**src/tsei_params.svh**
```systemverilog
// constants for the time stamp event interrupt block
`ifndef TSEI_PARAMS_SVH
`define TSEI_PARAMS_SVH
`define TSEI_BANK_LO 4'h6
`define TSEI_BANK_HI 4'h7
`define TSEI_BANK_BYTES 16
`define TSEI_EMPTY_RST 1'b1
`endif

```
**src/tsei_pkg.sv**
```systemverilog
// types for the time stamp event interrupt block
package tsei_pkg;
	typedef enum logic [1:0] {
		TSEI_EMPTY = 2'b00,
		TSEI_ONE = 2'b01,
		TSEI_FULL = 2'b10
	} tsei_fill_t;
endpackage

```
**src/tsei_edge.sv**
```systemverilog
// rising edge detector for a factor level
`timescale 1ns/1ps
module tsei_edge
(
	input wire logic i_ref_clk,
	input wire logic i_arst_n,
	input wire logic i_level,
	output logic o_rise
);
	typedef struct packed {
		logic prev;
	} tsei_edge_st_t;
	tsei_edge_st_t st;
	tsei_edge_st_t next_st;
	always_comb
	begin
		next_st = st;
		next_st.prev = i_level;
	end
	always_ff @(posedge i_ref_clk or negedge i_arst_n)
	begin
		if (!i_arst_n)
			st <= '0;
		else
			st <= next_st;
	end
	assign o_rise = i_level & ~st.prev;
endmodule // tsei_edge

```
**src/tsei_ram.sv**
```systemverilog
// two bank time stamp buffer store
`timescale 1ns/1ps
`include "tsei_params.svh"
module tsei_ram
(
	input wire logic i_ref_clk,
	input wire logic i_arst_n,
	input wire logic i_we,
	input wire logic [4:0] i_addr,
	input wire logic [7:0] i_wdata,
	input wire logic [4:0] i_raddr,
	output logic [7:0] o_rdata
);
	// addr bit 4 selects bank, low nibble is address in bank
	logic [7:0] mem [0:2*`TSEI_BANK_BYTES-1];
	logic [7:0] rd;
	always_ff @(posedge i_ref_clk)
	begin
		if (i_we)
			mem[i_addr] <= i_wdata;
	end
	always_ff @(posedge i_ref_clk or negedge i_arst_n)
	begin
		if (!i_arst_n)
			rd <= 8'h00;
		else
			rd <= mem[i_raddr];
	end
	assign o_rdata = rd;
endmodule // tsei_ram

```
**src/tsei_top.sv**
```systemverilog
// time stamp event interrupt gathering with buffer status and ram mode
// Operation
// - second record written to bank 7 sets full flag, when full enable is 1
// - empty flag is 1 at reset; first record to bank 6 clears it if enabled
// - third or later capture sets overwrite flag, when overwrite enable is 1
// - buffer-status-reset trigger clears full and overwrite, sets empty
// - buffer interrupt flag is full or not empty or overwrite, if any enabled
// - each event pin trigger sets its pin flag when that pin is enabled
// - event flags clear only when software writes zero to them
// - reset output start sets reset-out flag when enabled
// - second voltage detector drop sets voltage flag when enabled
// - oscillator stop detection sets oscillator flag when enabled
// - any enabled factor sets its flag and the summary flag
// - summary flag with event irq enable drives interrupt pin low
// - summary flag ignores zero writes; clears when all factor flags clear
// - summary flag clear releases the interrupt pin
// - ram mode makes banks 6 and 7 plain readable writable storage
// - address is bank number in upper nibble, offset in lower nibble
// - fixed unused bits ignore writes and read zero
// - general purpose bits store and return what is written
// - trigger with flag-clear enable set clears full and overwrite, sets empty
`timescale 1ns/1ps
`include "tsei_params.svh"
module tsei_top
	import tsei_pkg::*;
#(
	parameter int REC_BYTES = 10
)
(
	input wire logic i_ref_clk,
	input wire logic i_arst_n,
	// enables
	input wire logic i_full_irq_enable,
	input wire logic i_empty_irq_enable,
	input wire logic i_overwrite_irq_enable,
	input wire logic i_event_pin_a_enable,
	input wire logic i_event_pin_b_enable,
	input wire logic i_reset_out_irq_enable,
	input wire logic i_voltage_drop_irq_enable,
	input wire logic i_osc_stop_irq_enable,
	input wire logic i_event_irq_enable,
	input wire logic i_overwrite_mode,
	input wire logic i_flag_clear_on_trigger_enable,
	input wire logic i_buffer_ram_mode,
	// factor sources
	input wire logic i_event_input_pin_a,
	input wire logic i_event_input_pin_b,
	input wire logic i_reset_out_active,
	input wire logic i_voltage_drop,
	input wire logic i_osc_stopped,
	// capture path: one pulse per record, bytes streamed in the cycles after it
	input wire logic i_capture,
	input wire logic i_rec_we,
	input wire logic [3:0] i_rec_idx,
	input wire logic [7:0] i_rec_data,
	input wire logic i_cmd_trigger,
	// software writes of zero to event flags, one bit per flag
	input wire logic i_evflag_clr_a,
	input wire logic i_evflag_clr_b,
	input wire logic i_evflag_clr_rst,
	input wire logic i_evflag_clr_vdrop,
	input wire logic i_evflag_clr_osc,
	// ram mode byte access, address {bank, offset}
	input wire logic i_ram_we,
	input wire logic [7:0] i_ram_addr,
	input wire logic [7:0] i_ram_wdata,
	output logic [7:0] o_ram_rdata,
	// status
	output logic o_buffer_full_flag,
	output logic o_buffer_empty_flag,
	output logic o_buffer_overwrite_flag,
	output logic o_buffer_interrupt_flag,
	output logic o_event_pin_a_flag,
	output logic o_event_pin_b_flag,
	output logic o_reset_out_event_flag,
	output logic o_voltage_drop_event_flag,
	output logic o_osc_stop_event_flag,
	output logic o_summary_event_flag,
	// open drain interrupt, low active
	output logic o_int_n_out,
	output logic o_int_n_oe
);
	// a record longer than a bank would spill into the other bank
	if (REC_BYTES < 1 || REC_BYTES > `TSEI_BANK_BYTES)
	begin : g_bad_rec_bytes
		$error("REC_BYTES out of range");
	end

	// ------------------------------------------------------------
	// state
	// ------------------------------------------------------------
	// fill counts records since the last status reset; bank_sel and drop
	// steer the record bytes that follow a capture
	typedef struct packed {
		tsei_fill_t fill;
		logic full;
		logic empty;
		logic ovw;
		logic bank_sel;
		logic drop;
		logic ev_a;
		logic ev_b;
		logic ev_rst;
		logic ev_vd;
		logic ev_osc;
		logic summ;
	} tsei_st_t;
	tsei_st_t st;
	tsei_st_t next_st;

	logic rise_a;
	logic rise_b;
	logic rise_rst;
	logic rise_vd;
	logic rise_osc;
	logic buf_irq;
	logic mem_we;
	logic [4:0] mem_addr;
	logic [7:0] mem_wdata;
	logic [7:0] mem_rdata;
	logic ram_hit;
	logic ram_hit_q;
	logic trig_clr;
	logic cap_take;
	logic buf_en_any;
	logic [4:0] ram_idx;

	// ------------------------------------------------------------
	// controls
	// ------------------------------------------------------------
	// a status reset needs the clear enable; a bare trigger leaves the buffer alone
	assign trig_clr = i_cmd_trigger && i_flag_clear_on_trigger_enable;
	// captures are blocked in ram mode; host is expected to stop them first
	assign cap_take = i_capture && !i_buffer_ram_mode;
	assign buf_en_any = i_full_irq_enable | i_empty_irq_enable | i_overwrite_irq_enable;
	// bit 4 of the address is the low bit of the bank number, 6 or 7
	assign ram_idx = i_ram_addr[4:0];

	// ------------------------------------------------------------
	// factor edges
	// ------------------------------------------------------------
	// each factor counts on its rising edge; a level held high counts once
	tsei_edge u_edge_a
	(
		.i_ref_clk(i_ref_clk),
		.i_arst_n(i_arst_n),
		.i_level(i_event_input_pin_a),
		.o_rise(rise_a)
	);
	tsei_edge u_edge_b
	(
		.i_ref_clk(i_ref_clk),
		.i_arst_n(i_arst_n),
		.i_level(i_event_input_pin_b),
		.o_rise(rise_b)
	);
	tsei_edge u_edge_rst
	(
		.i_ref_clk(i_ref_clk),
		.i_arst_n(i_arst_n),
		.i_level(i_reset_out_active),
		.o_rise(rise_rst)
	);
	tsei_edge u_edge_vd
	(
		.i_ref_clk(i_ref_clk),
		.i_arst_n(i_arst_n),
		.i_level(i_voltage_drop),
		.o_rise(rise_vd)
	);
	tsei_edge u_edge_osc
	(
		.i_ref_clk(i_ref_clk),
		.i_arst_n(i_arst_n),
		.i_level(i_osc_stopped),
		.o_rise(rise_osc)
	);

	// bank decode reused for ram writes and reads
	function automatic logic in_buf_bank(input logic [7:0] a);
		in_buf_bank = (a[7:4] == `TSEI_BANK_LO || a[7:4] == `TSEI_BANK_HI)
			&& ({1'b0, a[3:0]} < 5'(`TSEI_BANK_BYTES));
	endfunction

	// ------------------------------------------------------------
	// next state
	// ------------------------------------------------------------
	always_comb
	begin
		next_st = st;
		// a status reset is applied first, so a capture in the same cycle
		// is taken as the first record of the emptied buffer (set wins)
		if (trig_clr)
		begin
			next_st.fill = TSEI_EMPTY;
			next_st.full = 1'b0;
			next_st.ovw = 1'b0;
			next_st.empty = `TSEI_EMPTY_RST;
		end
		if (cap_take)
		begin
			case (next_st.fill)
				TSEI_EMPTY:
				begin
					next_st.fill = TSEI_ONE;
					next_st.bank_sel = 1'b0;
					next_st.drop = 1'b0;
					if (i_empty_irq_enable)
						next_st.empty = 1'b0;
				end
				TSEI_ONE:
				begin
					next_st.fill = TSEI_FULL;
					next_st.bank_sel = 1'b1;
					next_st.drop = 1'b0;
					if (i_full_irq_enable)
						next_st.full = 1'b1;
				end
				TSEI_FULL:
				begin
					// inhibit mode keeps both banks, newest record discarded
					next_st.bank_sel = 1'b1;
					next_st.drop = !i_overwrite_mode;
					if (i_overwrite_irq_enable)
						next_st.ovw = 1'b1;
				end
				default:
					next_st.fill = TSEI_EMPTY;
			endcase
		end
		// software clear first, so a same-cycle event wins
		if (i_evflag_clr_a)
			next_st.ev_a = 1'b0;
		if (i_evflag_clr_b)
			next_st.ev_b = 1'b0;
		if (i_evflag_clr_rst)
			next_st.ev_rst = 1'b0;
		if (i_evflag_clr_vdrop)
			next_st.ev_vd = 1'b0;
		if (i_evflag_clr_osc)
			next_st.ev_osc = 1'b0;
		if (rise_a && i_event_pin_a_enable)
			next_st.ev_a = 1'b1;
		if (rise_b && i_event_pin_b_enable)
			next_st.ev_b = 1'b1;
		if (rise_rst && i_reset_out_irq_enable)
			next_st.ev_rst = 1'b1;
		if (rise_vd && i_voltage_drop_irq_enable)
			next_st.ev_vd = 1'b1;
		if (rise_osc && i_osc_stop_irq_enable)
			next_st.ev_osc = 1'b1;
		// summary follows the raw factor flags, so muting a buffer enable later
		// does not drop a pending request; writes of zero have no path here
		next_st.summ = next_st.full
			| ~next_st.empty
			| next_st.ovw
			| next_st.ev_a
			| next_st.ev_b
			| next_st.ev_rst
			| next_st.ev_vd
			| next_st.ev_osc;
	end

	always_ff @(posedge i_ref_clk or negedge i_arst_n)
	begin
		if (!i_arst_n)
		begin
			st <= '0;
			st.empty <= `TSEI_EMPTY_RST;
		end
		else
			st <= next_st;
	end

	// ------------------------------------------------------------
	// buffer store
	// ------------------------------------------------------------
	// record bytes land in the bank chosen at capture; ram mode takes the port
	always_comb
	begin
		mem_we = 1'b0;
		mem_addr = 5'h00;
		mem_wdata = 8'h00;
		if (i_buffer_ram_mode)
		begin
			mem_we = i_ram_we && in_buf_bank(i_ram_addr);
			mem_addr = ram_idx;
			mem_wdata = i_ram_wdata;
		end
		else if (i_rec_we && !st.drop && ({1'b0, i_rec_idx} < 5'(REC_BYTES)))
		begin
			mem_we = 1'b1;
			mem_addr = {st.bank_sel, i_rec_idx};
			mem_wdata = i_rec_data;
		end
	end

	tsei_ram u_ram
	(
		.i_ref_clk(i_ref_clk),
		.i_arst_n(i_arst_n),
		.i_we(mem_we),
		.i_addr(mem_addr),
		.i_wdata(mem_wdata),
		.i_raddr(ram_idx),
		.o_rdata(mem_rdata)
	);

	assign ram_hit = in_buf_bank(i_ram_addr);
	always_ff @(posedge i_ref_clk or negedge i_arst_n)
	begin
		if (!i_arst_n)
			ram_hit_q <= 1'b0;
		else
			ram_hit_q <= ram_hit;
	end
	// read data lags the address by one cycle, like the registered store
	// outside the banks the read is zero
	assign o_ram_rdata = ram_hit_q ? mem_rdata : 8'h00;

	// ------------------------------------------------------------
	// outputs
	// ------------------------------------------------------------
	// the flag follows the enables as they stand; the summary keeps raw flags
	assign buf_irq = buf_en_any & (st.full | ~st.empty | st.ovw);
	assign o_buffer_full_flag = st.full;
	assign o_buffer_empty_flag = st.empty;
	assign o_buffer_overwrite_flag = st.ovw;
	assign o_buffer_interrupt_flag = buf_irq;
	assign o_event_pin_a_flag = st.ev_a;
	assign o_event_pin_b_flag = st.ev_b;
	assign o_reset_out_event_flag = st.ev_rst;
	assign o_voltage_drop_event_flag = st.ev_vd;
	assign o_osc_stop_event_flag = st.ev_osc;
	assign o_summary_event_flag = st.summ;
	// open drain: the pin only ever drives low, the enable decides when
	assign o_int_n_out = 1'b0;
	assign o_int_n_oe = st.summ & i_event_irq_enable;
endmodule // tsei_top

```
**config.mk**
```make
export PLATFORM = sky130hd
export DESIGN_NAME = tsei_top
export DESIGN_NICKNAME = d
export VERILOG_FILES = /design/src/tsei_pkg.sv /design/src/tsei_edge.sv /design/src/tsei_ram.sv /design/src/tsei_top.sv
export VERILOG_INCLUDE_DIRS = /design/src
export SDC_FILE = /design/constraint.sdc
export NUM_CORES = 1
export LEC_CHECK = 0
export BUFFER_PORTS_ARGS = -buffer_cell sky130_fd_sc_hd__buf_2
export CAP_MARGIN = 20
export CORE_ASPECT_RATIO = 1.75
export CORE_MARGIN = 1
export CORE_UTILIZATION = 60
export CTS_CLUSTER_DIAMETER = 120
export DETAILED_ROUTE_END_ITERATION = 6
export PLACE_DENSITY = 0.79
export SLEW_MARGIN = 10
export SYNTH_ARGS = -nofsm -noshare
export SYNTH_HDL_FRONTEND = slang
export SYNTH_SLANG_ARGS = --single-unit
```
**constraint.sdc**
```tcl
create_clock -name i_ref_clk -period 2.8 [get_ports i_ref_clk]
set_input_delay 0.14 -clock i_ref_clk [delete_from_list [all_inputs] [get_ports i_ref_clk]]
set_output_delay 0.14 -clock i_ref_clk [all_outputs]
set_load 0.01 [all_outputs]
```
==> flow_summary.yaml <==
cells_and_area:
  finalNonFillerCells: 934
  area_growth_pct: 17.7
  drive_gt1_share_pct: 35.6
  fin_nets: 744
  nFillCells: 1007
  largest_register_ffs: 256
  antenna_cells: 0
  final_util_pct: 72.6
  top_register: "u_ram.mem"
clock_tree:
  postCtsSetupRepairBufs: 0
  tritoncts: "built"
  cts-root-buf: "clkbuf_16"
  cts_resized: 0
  clkSinkCount: 283
  insertion_delay_ns: 0.51
  h-tree-depth: 1
  cts_buffer_depth: 3
  cts-buffers-inserted: 25
  clk_pin_slew_ns: 0.06
floorplanning:
  core_region_area_um2: 18100
  initial_core_util_pct: 61.7
  dieArea_um2: 19200
  rows: 65
  fp.dieW_um: 105
  ios: 76
  die_y_um: 183
logic_synthesis:
  synth.net_count: 596
  yosys_most_used_dff: "edfxtp_1"
  synthCells: 535
  netlist_area_um2: 11200
  yosys-top-cells-count: "256 x edfxtp_1, 80 x mux4_2, 35 x nor2_1"
  ys_types: 46
  yosysTopAreaCell: "edfxtp_1"
  netlist.area_leader.share_pct: 68.7
  yosysSeqAreaShare_pct: 74.8
  ys_seq_elements: 283
  synth_edf_count: 256
  yosysWarnings: 0
  avgSynthCellArea_um2: 20.9
  async_flop_share_pct: 9.54
  synth_top_cells_by_area: "edfxtp_1 69%, mux4_2 16%, dfrtp_1 5.8%"
  yosysMostFrequentCell: "edfxtp_1"
sta:
  setup-violations-final: 0
  fin_crit_sh_pct: 90.5
  maxSlewViolCount: 0
  max_freq_ghz: 0.394
  fin_tns_setup_ns: 0
  fin_crit_ns: 2.54
  grt_setup_unrepaired: "false"
  tightest_slew_ns: 0.806
  final_hold_viol_count: 0
  slew_headroom_pct: 46.0
  skew_ns: 0.00918
worst_setup_path:
  critical_path_required_ns: 3.03
  crit_fanout: 8
  worstSetupPathType: "flip-flop to flip-flop"
  cp.arrival_ns: 2.76
  critPathLaunchType: "flip-flop"
  endpoint_kind: "flip-flop"
placement:
  numPortBuffers: 74
  dp.cells: 867
  gp_congestion: 0.913
  dpl.hpwl_mm: 16.7
grt:
  antenna_found_initial: 0
  grt_usage_pct: 28.6
  grt_start_max_net_pins: 49
  grt_pass1_wl_mm: 39.3
  overflow: 0
  grt_pass1_vias: 6266
drt:
  drt_iter0_drc: 470
  ant_nets: 0
  drc: 0
  wire_per_inst_um: 27.8
  viasPerCell: 6.37
  wl_mm: 26.0
  dr_total_vias: 5946
  dr.pass1.iters: 5
power:
  powerDensity_nw_per_um2: 665
  ir_worst_vdd_uv: 520
  total_leakage_power_uw: 0.00457
  power_uw: 8750
job:
  drv_cap: 0
outcome:
  status: "completed"
hold_path:
  min_path_type: "input pin to flip-flop"
-- layer usage --
layer  up-vias  wire length [µm]  GRT usage (%)
met5         -                 0              0
met4         0              1070           11.9
met3        67              1460           3.82
met2       294             14300           51.6
met1      3092              9210           34.4
li1       2493                 -              -
-- worst max-delay path: stages (launching register included) --
cell and delay (ns):
dfrtp_1 0.42, or3b_1 0.39, or4_1 0.50, a22o_1 0.34, nor2_1 0.38, buf_4 0.22
-- logic make-up after synthesis --
kind of cell | synth area share [%]
compound gates | 2.27
fa+ha+maj | 0.559
buf+inv | 1.50
flops | 74.8
mux | 16.9
other cells | 0.0335
simple gates | 3.92
-- layout make-up --
cell class / instances / area (µm²) / share of cell area, %
tap: 234 / 293 / 2.22
clock buffer: 29 / 641 / 4.87
sequential: 283 / 8360 / 63.6
timing repair buffer: 147 / 1020 / 7.72
clock inverter: 15 / 158 / 1.20
multi-input combinational: 216 / 2650 / 20.1
inverter: 10 / 37.5 / 0.285
-- placed cells by master, fill, tap and decap left out, types with 3 or more instances in the layout --
master and count:
o21ai_0 3, nand3b_1 4, a22o_1 9, mux4_2 80
buf_12 3, nor4_1 3, dlygate4sd3_1 23, ha_1 5
nand3_1 4, a21oi_1 4, clkinv_1 4, clkinv_2 4
and2_1 9, inv_1 10, buf_4 48, o21ai_1 3
clkbuf_1 4, nand2_1 15, nor2_1 35, clkbuf_16 25
dfrtp_1 26, mux2_2 8, o22ai_1 5, buf_2 73
bufinv_16 3, edfxtp_1 256
-- where the power goes --
group	total (µW)	leakage [µW]	switching, µW	internal, µW
clock network	3370	0.000386	1450	1920
registers	4720	0.00266	30.4	4690
logic	656	0.00153	376	280
total	8750	0.00457	1860	6890
-- final timing paths --
check,start,endpoint,slack [ns],depth (start not counted)
min,i_flag_clear_on_trigger_enable,o_summary_event_flag,0.05,4
min in group asynchronous,i_arst_n,o_osc_stop_event_flag,0.20,2
min reg2reg,o_buffer_overwrite_flag,o_buffer_overwrite_flag,0.57,1
max reg2reg,st[6],u_ram.mem[17][2],0.26,5
max,st[6],u_ram.mem[17][2],0.26,5
max in group asynchronous,i_arst_n,o_event_pin_a_flag,2.17,2
-- stage by stage --
stage / worst slack [ns] / hold slack, ns / cell area [µm²]
global placement: 0.317 / 0.184 / 12100
detailed placement: 0.306 / 0.191 / 12100
floorplan: 0.402 / -0.156 / 11200
global route: 0.157 / 0.0541 / 13200
finish: 0.265 / 0.0487 / 13200
CTS: 0.287 / 0.0447 / 13200
-- what timing repair did --
item	4_1_cts	5_1_grt
endpoints found under the hold margin	42	0
hold buffers	23	0
endpoints found under the setup margin	0	0
No activity file was read; power rests on OpenSTA's default activity.
